--- src/rtl/rps_pkg.sv ---
// Purpose: shared constants and types of the receiver mode and polling sequencer
// Assumes: registers are written and read through a byte-wide strobe port on ref_clk
// Notes: all offsets, reset values and timing counts live here
package rps_pkg;

    // ------------------------------------------------------------
    // register offsets
    // ------------------------------------------------------------
    localparam logic [7:0] ADDR_CHIP_MODE_CONTROL_0 = 8'h02;
    localparam logic [7:0] ADDR_ACTUAL_RF_CHANNEL = 8'h06;
    localparam logic [7:0] ADDR_CONFIG_A_MODULATION_TYPE = 8'h21;
    localparam logic [7:0] ADDR_CONFIG_A_CHANNEL1_PLL = 8'h22;
    localparam logic [7:0] ADDR_CONFIG_B_MODULATION_TYPE = 8'h42;
    localparam logic [7:0] ADDR_CONFIG_B_CHANNEL1_PLL = 8'h43;

    // ------------------------------------------------------------
    // reset values
    // ------------------------------------------------------------
    localparam logic [7:0] RST_CHIP_MODE_CONTROL_0 = 8'h40;
    localparam logic [7:0] RST_ACTUAL_RF_CHANNEL = 8'h00;
    localparam logic [7:0] RST_MODULATION_TYPE = 8'h04;
    localparam logic [4:0] RST_CHANNEL1_PLL = 5'h09;
    localparam logic [4:0] RST_CHANNEL2_PLL = 5'h08;
    localparam logic [4:0] RST_CHANNEL3_PLL = 5'h0A;

    // ------------------------------------------------------------
    // field positions
    // ------------------------------------------------------------
    localparam int BIT_OPERATING_MODE_SELECT = 0;
    localparam int BIT_SLAVE_RECEIVER_ENABLE = 1;
    localparam int BIT_DUAL_CONFIG_ENABLE = 2;
    localparam int CHANNEL_COUNT_LSB = 2;
    localparam int MODULATION_TYPE_LSB = 0;
    localparam int PLL_SETTING_WIDTH = 5;

    // ------------------------------------------------------------
    // timing: pll settling before each wake-up search
    // ------------------------------------------------------------
    localparam int CLOCK_PERIOD_PS = 4000;
    localparam int SETTLE_TIME_US = 40;
    localparam int SETTLE_CYCLES = (SETTLE_TIME_US * 1000000) / CLOCK_PERIOD_PS;

    // ------------------------------------------------------------
    // types
    // ------------------------------------------------------------
    typedef struct packed {
        logic en;
        logic [7:0] addr;
        logic [7:0] data;
    } rps_reg_wr_t;

    typedef struct packed {
        logic rf_enable;
        logic osc_high_precision;
        logic startup_req;
        logic search_active;
        logic slave_run;
        logic run_self_polling;
    } rps_rx_ctrl_t;

    typedef struct packed {
        logic load;
        logic cfg_b;
        logic [PLL_SETTING_WIDTH-1:0] setting;
    } rps_pll_cmd_t;

    typedef enum logic [3:0] {
        ST_SLEEP = 4'h0,
        ST_SLAVE_WAIT = 4'h1,
        ST_SLAVE_RUN = 4'h2,
        ST_SP_IDLE = 4'h3,
        ST_SP_WAIT = 4'h4,
        ST_INIT_LOOP = 4'h5,
        ST_MOD_SWITCH = 4'h6,
        ST_INIT_CFG = 4'h7,
        ST_LOAD_CH = 4'h8,
        ST_SETTLE = 4'h9,
        ST_SEARCH = 4'hA,
        ST_STORE = 4'hB,
        ST_COMPARE = 4'hC,
        ST_INCR = 4'hD,
        ST_RUN_SP = 4'hE
    } rps_state_t;

endpackage

--- src/rtl/rps_sequencer.sv ---
// Purpose: operating mode control and self polling scan sequencer of the receiver
// Assumes: rx_run, startup_done and wake-up results come from logic on ref_clk
// Notes: channel settle wait is counted on ref_clk, shortenable by parameter
`timescale 1ns/1ps

// Behaviour
// sleep turns rf section off and oscillator to low precision; writes still accepted
// leaving sleep for slave run first waits for the start-up sequence
// with mode select 0, slave enable 0 gives sleep, 1 gives slave run
// mode select bit 0 chooses slave/sleep (0) or self polling (1)
// wake-up found in self polling hands over to run mode self polling
// host reconfigures self polling only via sleep and back
// polling timer paces scans; sequencer switches between config sets A and B
// up to three channels are scanned in turn per config set
// dual config bit: 0 scans A only, 1 scans A then B
// modulation bits 3:2 give channel count 1..3; slave uses one channel
// single configuration always takes settings from config A
// idle until receiver-run enable, then wait for start-up to finish
// loop counter starts at channel 1 of A and selects the channel
// set modulation type, then initialise receiver with config settings
// load channel 1 pll setting, wait about 40 us before searching
// run chosen wake-up search; success stores channel, failure compares
// on success write selected channel to actual channel register
// at count end go idle or start config B loop, else increment
// after increment load channel 2 or 3 pll and wait before search
// modulation changes automatically after wake-up per modulation type bits
// host enters slave run by writing mode select 0, slave enable 1
// config B loop mirrors A with B settings, then returns to idle
// two-bit loop counter counts 1..3, never above the channel count
module rps_sequencer #(
    parameter int SETTLE_CYCLES_P = rps_pkg::SETTLE_CYCLES
) (
    input wire logic ref_clk,
    input wire logic srst,
    input wire rps_pkg::rps_reg_wr_t reg_wr,
    input wire logic rd_en,
    input wire logic [7:0] rd_addr,
    output logic [7:0] rd_data,
    input wire logic rx_run,
    input wire logic startup_done,
    input wire logic [1:0] polling_scheme_select,
    input wire logic permanent_wakeup_search_enable,
    input wire logic wakeup_found,
    input wire logic wakeup_miss,
    output rps_pkg::rps_rx_ctrl_t rx_ctrl,
    output rps_pkg::rps_pll_cmd_t pll_cmd,
    output logic cfg_init,
    output logic modulation_fsk,
    output logic [2:0] search_scheme
);
    import rps_pkg::*;

    // ------------------------------------------------------------
    // helpers
    // ------------------------------------------------------------
    // scan column differs from run column for codes 10b and 11b
    function automatic logic mod_is_fsk(input logic [1:0] mt, input logic run_col);
        mod_is_fsk = run_col ? mt[0] : (mt[0] ^ mt[1]);
    endfunction

    // a zero channel count is treated as one so the loop always ends
    function automatic logic [1:0] eff_count(input logic [7:0] mt_reg);
        logic [1:0] c;
        c = mt_reg[CHANNEL_COUNT_LSB +: 2];
        eff_count = (c == 2'h0) ? 2'h1 : c;
    endfunction

    // ------------------------------------------------------------
    // registers
    // ------------------------------------------------------------
    logic [7:0] chip_mode_control_0;
    logic [7:0] actual_rf_channel;
    logic [7:0] config_a_modulation_type;
    logic [7:0] config_b_modulation_type;
    logic [PLL_SETTING_WIDTH-1:0] pll_table [0:1][0:2];
    rps_state_t state;
    rps_state_t next_state;
    logic cfg_b;
    logic [1:0] loop_cnt;
    logic [13:0] settle_cnt;

    wire operating_mode_select = chip_mode_control_0[BIT_OPERATING_MODE_SELECT];
    wire slave_receiver_enable = chip_mode_control_0[BIT_SLAVE_RECEIVER_ENABLE];
    wire dual_config_enable = chip_mode_control_0[BIT_DUAL_CONFIG_ENABLE];
    // config select
    wire [7:0] cur_mt_reg = cfg_b ? config_b_modulation_type : config_a_modulation_type;
    wire [1:0] modulation_type = cur_mt_reg[MODULATION_TYPE_LSB +: 2];
    // channel count
    wire [1:0] channel_count = eff_count(cur_mt_reg);
    wire [1:0] loop_idx = loop_cnt - 2'h1;
    wire [PLL_SETTING_WIDTH-1:0] cur_pll = pll_table[cfg_b][loop_idx];
    wire wr_pll_a = reg_wr.en && reg_wr.addr >= ADDR_CONFIG_A_CHANNEL1_PLL
        && reg_wr.addr <= ADDR_CONFIG_A_CHANNEL1_PLL + 8'h02;
    wire wr_pll_b = reg_wr.en && reg_wr.addr >= ADDR_CONFIG_B_CHANNEL1_PLL
        && reg_wr.addr <= ADDR_CONFIG_B_CHANNEL1_PLL + 8'h02;
    wire [1:0] wr_pll_idx = wr_pll_a ? 2'(reg_wr.addr - ADDR_CONFIG_A_CHANNEL1_PLL)
        : 2'(reg_wr.addr - ADDR_CONFIG_B_CHANNEL1_PLL);
    wire in_scan = state inside {ST_SP_IDLE, ST_SP_WAIT, ST_INIT_LOOP, ST_MOD_SWITCH,
        ST_INIT_CFG, ST_LOAD_CH, ST_SETTLE, ST_SEARCH, ST_STORE, ST_COMPARE, ST_INCR,
        ST_RUN_SP};
    wire at_last = loop_cnt >= channel_count;

    // ------------------------------------------------------------
    // register writes; accepted in every state, sleep included
    // ------------------------------------------------------------
    // writes in sleep
    always_ff @(posedge ref_clk) begin
        if (srst) begin
            chip_mode_control_0 <= RST_CHIP_MODE_CONTROL_0;
            config_a_modulation_type <= RST_MODULATION_TYPE;
            config_b_modulation_type <= RST_MODULATION_TYPE;
        end else if (reg_wr.en) begin
            if (reg_wr.addr == ADDR_CHIP_MODE_CONTROL_0) begin
                chip_mode_control_0 <= reg_wr.data;
            end
            if (reg_wr.addr == ADDR_CONFIG_A_MODULATION_TYPE) begin
                config_a_modulation_type <= reg_wr.data;
            end
            if (reg_wr.addr == ADDR_CONFIG_B_MODULATION_TYPE) begin
                config_b_modulation_type <= reg_wr.data;
            end
        end
    end

    always_ff @(posedge ref_clk) begin
        if (srst) begin
            for (int c = 0; c < 2; c++) begin
                pll_table[c][0] <= RST_CHANNEL1_PLL;
                pll_table[c][1] <= RST_CHANNEL2_PLL;
                pll_table[c][2] <= RST_CHANNEL3_PLL;
            end
        end else if (wr_pll_a || wr_pll_b) begin
            pll_table[wr_pll_b][wr_pll_idx] <= reg_wr.data[PLL_SETTING_WIDTH-1:0];
        end
    end

    // only the actual channel register reads back; write-only ones read zero
    always_ff @(posedge ref_clk) begin
        if (srst) begin
            rd_data <= 8'h00;
        end else if (rd_en) begin
            rd_data <= (rd_addr == ADDR_ACTUAL_RF_CHANNEL) ? actual_rf_channel : 8'h00;
        end
    end

    // ------------------------------------------------------------
    // mode and scan state machine
    // ------------------------------------------------------------
    always_comb begin
        next_state = state;
        if (!operating_mode_select) begin
            // sleep or slave run
            if (!slave_receiver_enable) begin
                next_state = ST_SLEEP;
            end else if (state == ST_SLEEP || in_scan) begin
                // start-up first
                next_state = ST_SLAVE_WAIT;
            end else if (state == ST_SLAVE_WAIT && startup_done) begin
                next_state = ST_SLAVE_RUN;
            end
        end else if (!in_scan) begin
            // self polling
            next_state = ST_SP_IDLE;
        end else begin
            case (state)
                // idle and start-up
                ST_SP_IDLE: next_state = rx_run ? ST_SP_WAIT : ST_SP_IDLE;
                ST_SP_WAIT: next_state = startup_done ? ST_INIT_LOOP : ST_SP_WAIT;
                ST_INIT_LOOP: next_state = ST_MOD_SWITCH;
                ST_MOD_SWITCH: next_state = ST_INIT_CFG;
                ST_INIT_CFG: next_state = ST_LOAD_CH;
                ST_LOAD_CH: next_state = ST_SETTLE;
                ST_SETTLE: next_state = (settle_cnt == 14'h0000) ? ST_SEARCH : ST_SETTLE;
                // search outcome
                ST_SEARCH: begin
                    if (wakeup_found) begin
                        next_state = ST_STORE;
                    end else if (wakeup_miss) begin
                        next_state = ST_COMPARE;
                    end
                end
                // hand over
                ST_STORE: next_state = ST_RUN_SP;
                // loop end
                ST_COMPARE: begin
                    if (!at_last) begin
                        next_state = ST_INCR;
                    end else if (dual_config_enable && !cfg_b) begin
                        next_state = ST_INIT_LOOP;
                    end else begin
                        next_state = ST_SP_IDLE;
                    end
                end
                ST_INCR: next_state = ST_LOAD_CH;
                ST_RUN_SP: next_state = ST_RUN_SP;
                default: next_state = ST_SP_IDLE;
            endcase
        end
    end

    always_ff @(posedge ref_clk) begin
        if (srst) begin
            state <= ST_SLEEP;
        end else begin
            state <= next_state;
        end
    end

    // ------------------------------------------------------------
    // loop counter, config select, settle timer
    // ------------------------------------------------------------
    always_ff @(posedge ref_clk) begin
        if (srst) begin
            cfg_b <= 1'b0;
            loop_cnt <= 2'h1;
        end else if (state == ST_SP_WAIT) begin
            cfg_b <= 1'b0;
        end else if (state == ST_INIT_LOOP) begin
            // restart at channel 1
            loop_cnt <= 2'h1;
        end else if (state == ST_COMPARE && at_last && dual_config_enable) begin
            // switch to config B
            cfg_b <= 1'b1;
        end else if (state == ST_INCR) begin
            // next channel
            loop_cnt <= loop_cnt + 2'h1;
        end
    end

    // settle wait
    always_ff @(posedge ref_clk) begin
        if (srst) begin
            settle_cnt <= 14'h0000;
        end else if (state == ST_LOAD_CH) begin
            settle_cnt <= 14'(SETTLE_CYCLES_P - 1);
        end else if (state == ST_SETTLE && settle_cnt != 14'h0000) begin
            settle_cnt <= settle_cnt - 14'h0001;
        end
    end

    // ------------------------------------------------------------
    // receiver commands
    // ------------------------------------------------------------
    always_ff @(posedge ref_clk) begin
        if (srst) begin
            pll_cmd <= '0;
            cfg_init <= 1'b0;
            modulation_fsk <= 1'b0;
            search_scheme <= 3'h0;
            actual_rf_channel <= RST_ACTUAL_RF_CHANNEL;
        end else begin
            pll_cmd.load <= 1'b0;
            cfg_init <= 1'b0;
            if (state == ST_MOD_SWITCH) begin
                // scan modulation
                modulation_fsk <= mod_is_fsk(modulation_type, 1'b0);
            end
            if (state == ST_INIT_CFG) begin
                // init with config
                cfg_init <= 1'b1;
            end
            if (state == ST_LOAD_CH) begin
                // channel pll load
                pll_cmd <= '{load: 1'b1, cfg_b: cfg_b, setting: cur_pll};
            end
            if (state == ST_SETTLE) begin
                // latch search scheme
                search_scheme <= {permanent_wakeup_search_enable, polling_scheme_select};
            end
            if (state == ST_STORE) begin
                // store channel
                actual_rf_channel <= {6'h00, loop_cnt};
                // run column modulation
                modulation_fsk <= mod_is_fsk(modulation_type, 1'b1);
            end
            if (state == ST_SLAVE_WAIT && next_state == ST_SLAVE_RUN) begin
                // slave uses channel 1 of A
                modulation_fsk <= config_a_modulation_type[MODULATION_TYPE_LSB];
                pll_cmd <= '{load: 1'b1, cfg_b: 1'b0, setting: pll_table[0][0]};
            end
        end
    end

    // sleep power state
    assign rx_ctrl.rf_enable = !(state inside {ST_SLEEP, ST_SP_IDLE});
    assign rx_ctrl.osc_high_precision = (state != ST_SLEEP);
    assign rx_ctrl.startup_req = state inside {ST_SLAVE_WAIT, ST_SP_WAIT};
    assign rx_ctrl.search_active = (state == ST_SEARCH);
    assign rx_ctrl.slave_run = (state == ST_SLAVE_RUN);
    assign rx_ctrl.run_self_polling = (state == ST_RUN_SP);

    // ------------------------------------------------------------
    // checks
    // ------------------------------------------------------------
    a_sleep_rf_off: assert property (@(posedge ref_clk) disable iff (srst)
        state == ST_SLEEP |-> !rx_ctrl.rf_enable && !rx_ctrl.osc_high_precision)
        else $error("rf section active in sleep");
    a_slave_needs_startup: assert property (@(posedge ref_clk) disable iff (srst)
        $rose(rx_ctrl.slave_run) |-> $past(state) == ST_SLAVE_WAIT && $past(startup_done))
        else $error("slave run entered without start-up");
    a_mode_to_sleep: assert property (@(posedge ref_clk) disable iff (srst)
        reg_wr.en && reg_wr.addr == ADDR_CHIP_MODE_CONTROL_0 && reg_wr.data[1:0] == 2'b00
        ##1 !reg_wr.en |=> state == ST_SLEEP)
        else $error("sleep not entered");
    a_mode_to_poll: assert property (@(posedge ref_clk) disable iff (srst)
        state == ST_SLEEP && reg_wr.en && reg_wr.addr == ADDR_CHIP_MODE_CONTROL_0
        && reg_wr.data[0] ##1 !reg_wr.en |=> state == ST_SP_IDLE)
        else $error("self polling not entered");
    a_idle_holds: assert property (@(posedge ref_clk) disable iff (srst)
        state == ST_SP_IDLE && !rx_run && operating_mode_select && !reg_wr.en
        |=> state == ST_SP_IDLE)
        else $error("idle left without receiver run");
    a_settle_before_search: assert property (@(posedge ref_clk) disable iff (srst)
        state == ST_LOAD_CH |=> state == ST_SETTLE && settle_cnt == 14'(SETTLE_CYCLES_P - 1))
        else $error("settle wait not started");
    a_search_after_settle: assert property (@(posedge ref_clk) disable iff (srst)
        $rose(rx_ctrl.search_active) |-> $past(state) == ST_SETTLE && $past(settle_cnt) == 0)
        else $error("search began before settling");
    a_store_channel: assert property (@(posedge ref_clk) disable iff (srst)
        state == ST_STORE |=> actual_rf_channel[1:0] == $past(loop_cnt)
        && rx_ctrl.run_self_polling)
        else $error("channel not stored");
    a_compare_end: assert property (@(posedge ref_clk) disable iff (srst)
        state == ST_COMPARE && at_last && !dual_config_enable && !reg_wr.en
        |=> state == ST_SP_IDLE)
        else $error("scan did not return to idle");
    a_loop_bound: assert property (@(posedge ref_clk) disable iff (srst)
        state inside {ST_LOAD_CH, ST_SETTLE, ST_SEARCH} && !$past(reg_wr.en)
        |-> loop_cnt != 2'h0 && loop_cnt <= channel_count)
        else $error("loop counter out of range");

endmodule

--- config.mk ---
export PLATFORM = sky130hd
export DESIGN_NAME = rps_sequencer
export DESIGN_NICKNAME = d
export VERILOG_FILES = /design/src/rtl/rps_pkg.sv /design/src/rtl/rps_sequencer.sv
export SDC_FILE = /design/constraint.sdc
export NUM_CORES = 1
export LEC_CHECK = 0
export BUFFER_PORTS_ARGS = -buffer_cell sky130_fd_sc_hd__buf_2
export CAP_MARGIN = 20
export CORE_AREA = 2 2 91 93
export DETAILED_ROUTE_END_ITERATION = 12
export DIE_AREA = 0 0 93 95
export GPL_TIMING_DRIVEN = 0
export PLACE_DENSITY_LB_ADDON = 0.12
export SYNTH_ARGS = -nofsm -noshare
export SYNTH_HDL_FRONTEND = slang
export SYNTH_SLANG_ARGS = --single-unit
--- constraint.sdc ---
create_clock -name ref_clk -period 3 [get_ports ref_clk]
set_clock_uncertainty 0.1 [all_clocks]
set_input_delay 0.3 -clock ref_clk [delete_from_list [all_inputs] [get_ports ref_clk]]
set_output_delay 0.3 -clock ref_clk [all_outputs]
set_load 0.05 [all_outputs]
==> impl_metrics.yaml, run 1 <==
critical_path:
  arrival_ns: 2.82
  crit_fanout: 10
  crit_end: "pll_cmd[0]"
  timing.rr.start: "settle_cnt[9]"
  worstSetupPathType: "reg -> reg"
  critPathLaunchType: "flop"
  r2r_slack_ns: 0.33
  r2r_end: "pll_cmd[0]"
  worstSetupEndpointType: "flop"
  reg2reg_depth: 5
  cp-startpoint: "settle_cnt[9]"
  cp.required_ns: 3.14
cells_and_area:
  nets: 549
  layout.cells.non_filler: 617
  drive_gt1_share_pct: 21.1
  syn_to_final_growth_pct: 14.1
  n_antenna_cell: 0
sta:
  slew_headroom_pct: 41.9
  layout_min_cycle_time_ns: 2.67
  setup_viol: 0
  fin_ws_ns: 0.326
  worstMarginPinSlew_ns: 0.864
  rsz0062_at_grt: "no"
  setup_tns_ns: 0
  drv_slew: 0
  final_hold_viol_count: 0
  fmax_ghz: 0.374
  fin_crit_sh_pct: 89.1
clock_tree:
  cts_root_buf: "clkbuf_8"
  cts_buffers: 9
  clk_path_buf_depth: 2
  cts_resized: 0
  clk_latency_ns: 0.36
  cts_htree_levels: 3
  clock_sinks: 79
  cts.clk_slew.worst_paths_ns: 0.09
  cts_hold_repair.buffers: 0
  cts_tree: "yes"
  post_cts_buffers: 0
detailed_routing:
  drt_wl_total_um: 9680
  ant_nets: 0
  wl_per_cell_um: 15.7
  drc_errors: 0
  vias: 3464
  drt-initial-drc-count: 152
  avgViaCountPerCell: 5.61
  first_pass_iters: 5
placed_design:
  hpwl_um: 7020
  gp_congestion: 0.884
  io_buffers: 50
  place_ws_ns: 0.0402
  dp.cells: 601
yosys:
  synth_edf_count: 30
  synth_largest_area_cell: "dfxtp_1"
  yosysWarnings: 0
  ys.flop_type: "dfxtp_1"
  syn_area_um2: 4260
  synth_area_per_cell_um2: 9.65
  yosysUniqueCellTypes: 64
  ys_ff_latch: 79
  synth_top_area_share_pct: 23.0
  seq_area_frac_synth_pct: 44.2
  async_reset_ff_share_pct: 0
  synth.top_cells.by_area: "dfxtp_1 23%, edfxtp_1 21%, mux2_2 4.2%"
  synth_cells: 441
pwr:
  p_comb_share_pct: 6.3
  swShare_pct: 24.3
  p_int_w: 0.00157
  max-vdd-ir-drop_uv: 233
  p_leak_nw: 1.85
  seq_power_share_pct: 54.9
  clockPowerShare_pct: 38.8
  p_sw_w: 0.000503
  powerDensity_nw_per_um2: 426
global_routing:
  grt-ovfl-total: 0
  grt_pass1_vias: 3242
  grt_first_pass_wirelength_um: 15900
  track_usage_pct: 23.3
  antenna_found_initial: 0
  grt_start_max_net_pins: 15
run:
  drv_cap: 0
min_path:
  hold_path_class: "in -> reg"
floorplan:
  rows: 33
  die-area_um2: 8840
  io_pins: 61
  die_x_um: 93
  chipHeight_um: 95
  core_um2: 7930
  initial_core_util_pct: 53.7
status:
  status: "finished clean"
worst max-delay path, stage by stage (launching register included):
cell	delay, ns
dfxtp_1	0.36
or4_4	0.58
nor4b_4	0.56
o211ai_2	0.19
a21oi_4	0.38
mux2_2	0.38
logic make-up after synthesis:
group,synth area share (%)
compound gates,15.1
xor+xnor,2.88
fa+ha+maj,2.06
buf+inv,4.50
flops,44.2
mux,7.29
other cells,0.0881
simple gates,23.8
layer usage:
layer	share of wire, %	global-route usage (%)	wire length [µm]	vias to the layer above
met4	1.7	8.09	168	0
li1	-	-	-	1712
met2	49	38.7	4770	81
met1	45	30.5	4370	1654
met5	0	0	0	-
met3	3.8	4.39	366	17
state kept, by name, indices dropped and copies added (netlist names), named ones only:
name	flops
pll_table	30
config_a_modulation_type	4
settle_cnt	14
cfg_b	1
config_b_modulation_type	4
modulation_fsk	1
cfg_init	1
chip_mode_control_0	3
loop_cnt	2
search_scheme	3
actual_rf_channel	2
rd_data	2
state	4
pll_cmd	7
how the worst min path moves through the flow:
stage	startpoint	cells after the start	endpoint
after floorplan	config_b_modulation_type[2]	1	config_b_modulation_type[2]
after global placement	search_scheme[1]	2	search_scheme[1]
after detailed placement	search_scheme[2]	2	search_scheme[2]
after CTS	polling_scheme_select[0]	3	search_scheme[0]
after global routing	polling_scheme_select[0]	3	search_scheme[0]
final	polling_scheme_select[0]	3	search_scheme[0]
power by group through the flow:
stage                     registers [W]  clock network (W)   logic, W
after floorplan                 0.00116                  0  0.0000803
after global placement          0.00116                  0   0.000127
after detailed placement        0.00116                  0   0.000129
after CTS                       0.00114           0.000815   0.000130
after global routing            0.00114           0.000862   0.000142
final                           0.00114           0.000804   0.000129
layout by cell type (no fill, tap or decap), drive strengths merged, types with 7 or more instances in the layout:
| master | count |
|---|---|
| buf | 58 |
| dfxtp | 49 |
| nor2 | 35 |
| clkbuf | 33 |
| nand2 | 32 |
| a21oi | 32 |
| edfxtp | 30 |
| nand2b | 20 |
| and2 | 17 |
| mux2 | 16 |
| inv | 15 |
| nor2b | 14 |
| mux2i | 13 |
| nor3 | 12 |
| xnor2 | 12 |
| nor4 | 10 |
| a211o | 9 |
| ha | 7 |
| a221oi | 7 |
cell usage after synthesis, types with 9 or more instances:
cell      number
a211o_1        9
a21oi_1       31
and2_1        17
clkbuf_1      23
dfxtp_1       49
edfxtp_1      30
inv_1         14
mux2_2        16
mux2i_1       13
nand2_1       31
nand2b_1      20
nor2_1        35
nor2b_1       14
nor3_1        12
nor4_1         9
xnor2_1       12
through the flow:
step	total power [W]	cell area [µm²]	util, %	hold WS (ns)
final	0.00207	4850	61.2	0.0755
after global routing	0.00214	4850	61.2	0.0719
after CTS	0.00208	4850	61.2	0.0624
after detailed placement	0.00129	4660	58.7	0.349
after global placement	0.00129	4660	58.7	0.340
after floorplan	0.00124	4280	-	0.335
cell type report:
class | count | area (µm²)
fill | 720 | 3070
buffer | 31 | 139
inverter | 14 | 52.6
clock inverter | 6 | 70.1
tap | 105 | 131
timing repair buffer | 50 | 250
multi-input combinational | 322 | 2200
clock buffer | 10 | 128
sequential | 79 | 1880
No activity file was read; power rests on OpenSTA's default activity.
==> run 2, diff against run 1 <==
- ABC_AREA: not set -> 1
- CORE_AREA: 2 2 91 93 -> 2 2 96 98
- DIE_AREA: 0 0 93 95 -> 0 0 98 100
==> run 2 against run 1 <==
Against the previous run: worst setup slack improved by 0.16 ns; cell count rose by 17%; sequential share of layout area rose by 0.050 points; maximum frequency rose by 6.3%; via count rose by 6.5%.
==> impl_metrics.yaml, run 2 <==
status:
  status: "finished clean"
yosys:
  synth_top_area_share_pct: 23.0
  ys.flop_type: "dfxtp_1"
  synthSimpleGateAreaFrac_pct: 29.2
  syn_area_um2: 4260
  synth.top_cells.by_area: "dfxtp_1 23%, edfxtp_1 21%, nand2_1 9.4%"
  synth_cells: 539
  synth_common_cells: "107 x nand2_1, 77 x nor2_1, 62 x inv_1"
  synth_area_per_cell_um2: 7.90
  ys_ff_latch: 79
  yosysWarnings: 0
  synth_top_family_by_area: "simple AND/OR/NAND/NOR gates"
  yosys-mux-area-fraction_pct: 1.65
  synthXorXnorAreaFrac_pct: 0.617
  synth.most_common_cell: "nand2_1"
  yosysUniqueCellTypes: 48
  seq_area_frac_synth_pct: 44.2
  synth_compound_area_share_pct: 13.8
  async_reset_ff_share_pct: 0
  synthAdderAreaFrac_pct: 2.06
  synth_edf_count: 30
  synth_largest_area_cell: "dfxtp_1"
cells_and_area:
  drive_gt1_share_pct: 20.3
  nets: 647
  layout_commonest_cell: "nand2_1"
  largest_reg_flops: 30
  layout.cells.non_filler: 721
  n_antenna_cell: 0
  syn_to_final_growth_pct: 13.9
  top_regs: "pll_table x30, settle_cnt x14, pll_cmd x7"
  layout_common_cells: "107 x nand2_1, 77 x nor2_1, 62 x inv_1"
  top_register: "pll_table"
  nFillCells: 876
  finalCoreUtilization_pct: 54.5
critical_path:
  worstSetupEndpointType: "flop"
  cp.required_ns: 3.13
  arrival_ns: 2.65
  worst_path_max_delay_cell: "dfxtp_1"
  worstSetupPathType: "reg -> reg"
  critPathLaunchType: "flop"
  crit_top_cell: "nand2_1"
  crit_fanout: 10
  path_cells: "inv_1 -> nand2_1 -> nand2_1 -> nand3_1 -> ha_1 -> nand2_1 -> nand3_1 -> nand3_1 -> nand2_1 -> inv_1 -> nand3_1 -> nand2_1 -> nand2_2 -> nand3_4 -> buf_8 -> nand2_2 -> nand2_2 -> a21oi_2"
  critPathMaxStageDelay_ns: 0.48
clock_tree:
  clock_sinks: 79
  cts_root_buf: "clkbuf_8"
  cts_resized: 0
  cts.clk_slew.worst_paths_ns: 0.10
  clk_path_buf_depth: 2
  cts_hold_repair.buffers: 0
  cts_htree_levels: 3
  cts_tree: "yes"
  cts_buffers: 9
  clk_latency_ns: 0.35
  post_cts_buffers: 0
placed_design:
  io_buffers: 50
  hpwl_um: 7520
  dp.cells: 705
  gp_congestion: 0.877
detailed_routing:
  drt_wl_total_um: 9640
  first_pass_iters: 4
  ant_nets: 0
  vias: 3689
  wl_per_cell_um: 13.4
  drt-initial-drc-count: 102
  drc_errors: 0
  avgViaCountPerCell: 5.12
sta:
  worstMarginPinSlew_ns: 0.798
  layout_min_cycle_time_ns: 2.52
  setup_tns_ns: 0
  rsz0062_at_grt: "no"
  drv_slew: 0
  fin_crit_sh_pct: 83.8
  final_hold_viol_count: 0
  setup_viol: 0
  slew_headroom_pct: 46.3
  fmax_ghz: 0.398
pwr:
  p_comb_share_pct: 6.9
  p_int_w: 0.00151
  seq_power_share_pct: 56.2
  p_leak_nw: 2.16
  p_sw_w: 0.000547
  powerDensity_nw_per_um2: 423
  max-vdd-ir-drop_uv: 213
  power.total_w: 0.00205
  swShare_pct: 26.7
  clockPowerShare_pct: 37.0
floorplan:
  initial_core_util_pct: 47.9
  chipHeight_um: 100
  rows: 35
  core_um2: 8890
  die_x_um: 98
  die-area_um2: 9800
  io_pins: 61
global_routing:
  grt_pass1_vias: 3453
  grt_start_max_net_pins: 17
  grt_first_pass_wirelength_um: 16200
  antenna_found_initial: 0
  grt-ovfl-total: 0
  track_usage_pct: 20.6
run:
  drv_cap: 0
min_path:
  hold_path_class: "in -> reg"
-- run 2: changes by cell type after synthesis, moves of 9 or more --
cell and change:
nor2_2 +9, nand2_1 +76, mux2_2 -16, nor2b_1 -14
nor2_1 +42, xnor2_1 -11, o21ai_0 +35, clkbuf_1 -15
nand3_1 +13, nand2b_1 -20, nand2_2 +9, inv_1 +48
and2_1 -17
-- run 2: power groups by stage --
stage | logic, W | clock network (W) | registers (W)
global route | 0.000157 | 0.000825 | 0.00116
detailed placement | 0.000142 | 0 | 0.00118
global placement | 0.000140 | 0 | 0.00118
floorplan | 0.0000872 | 0 | 0.00118
CTS | 0.000142 | 0.000775 | 0.00115
finish | 0.000141 | 0.000759 | 0.00115
-- run 2: worst paths after layout --
kind | from | to | slack, ns | depth (start not counted)
hold / removal | rd_en | rd_data[1] | 0.06 | 2
hold reg to reg | actual_rf_channel[0] | rd_data[0] | 0.36 | 2
setup reg to reg | cfg_b | pll_cmd[4] | 0.48 | 18
setup / recovery | cfg_b | pll_cmd[4] | 0.48 | 18
-- run 2: layer usage --
layer	wire, µm	GRT usage, %	up-vias
li1	-	-	1915
met1	4570	26.7	1688
met2	4570	34.9	71
met3	319	3.76	15
met4	182	7.37	0
met5	0	0	-
-- run 2: cell type report --
cell class              instances  area (µm²)  share of cell area, %
repair buffers                 50         250                   5.16
plain buffers                  17        98.8                   2.04
flip-flops and latches         79        1880                   38.8
clock inverters                 7        60.1                   1.24
clock buffers                   9         124                   2.55
well taps                     111         139                   2.86
multi-input cells             380        2040                   42.0
inverters                      68         258                   5.32
-- run 2: stage by stage --
| stage | setup WS (ns) | hold WS [ns] | instance area (µm²) |
|---|---|---|---|
| detailed placement | 0.278 | 0.356 | 4660 |
| global placement | 0.311 | 0.353 | 4660 |
| finish | 0.485 | 0.0614 | 4850 |
| global route | 0.233 | 0.0451 | 4850 |
| floorplan | 0.735 | 0.294 | 4280 |
| CTS | 0.490 | 0.0436 | 4850 |
-- run 2: logic make-up after synthesis --
group                      Yosys count
adders and majority gates            7
other                                1
xor gates and xnor gates             3
muxes                                7
AOI/OAI and AO/OA                   96
and+or+nand+nor                    261
DFF                                 79
buffers and inverters               85
-- run 2: worst max-delay path, delay by kind of cell (launching register included) --
family,cells,cell delay (ns)
flip-flops,1,0.48
AO/OA/AOI/OAI,1,0.05
buffers and inverters,3,0.36
AND/OR/NAND/NOR,13,1.18
adder cells (fa/ha/maj),1,0.23
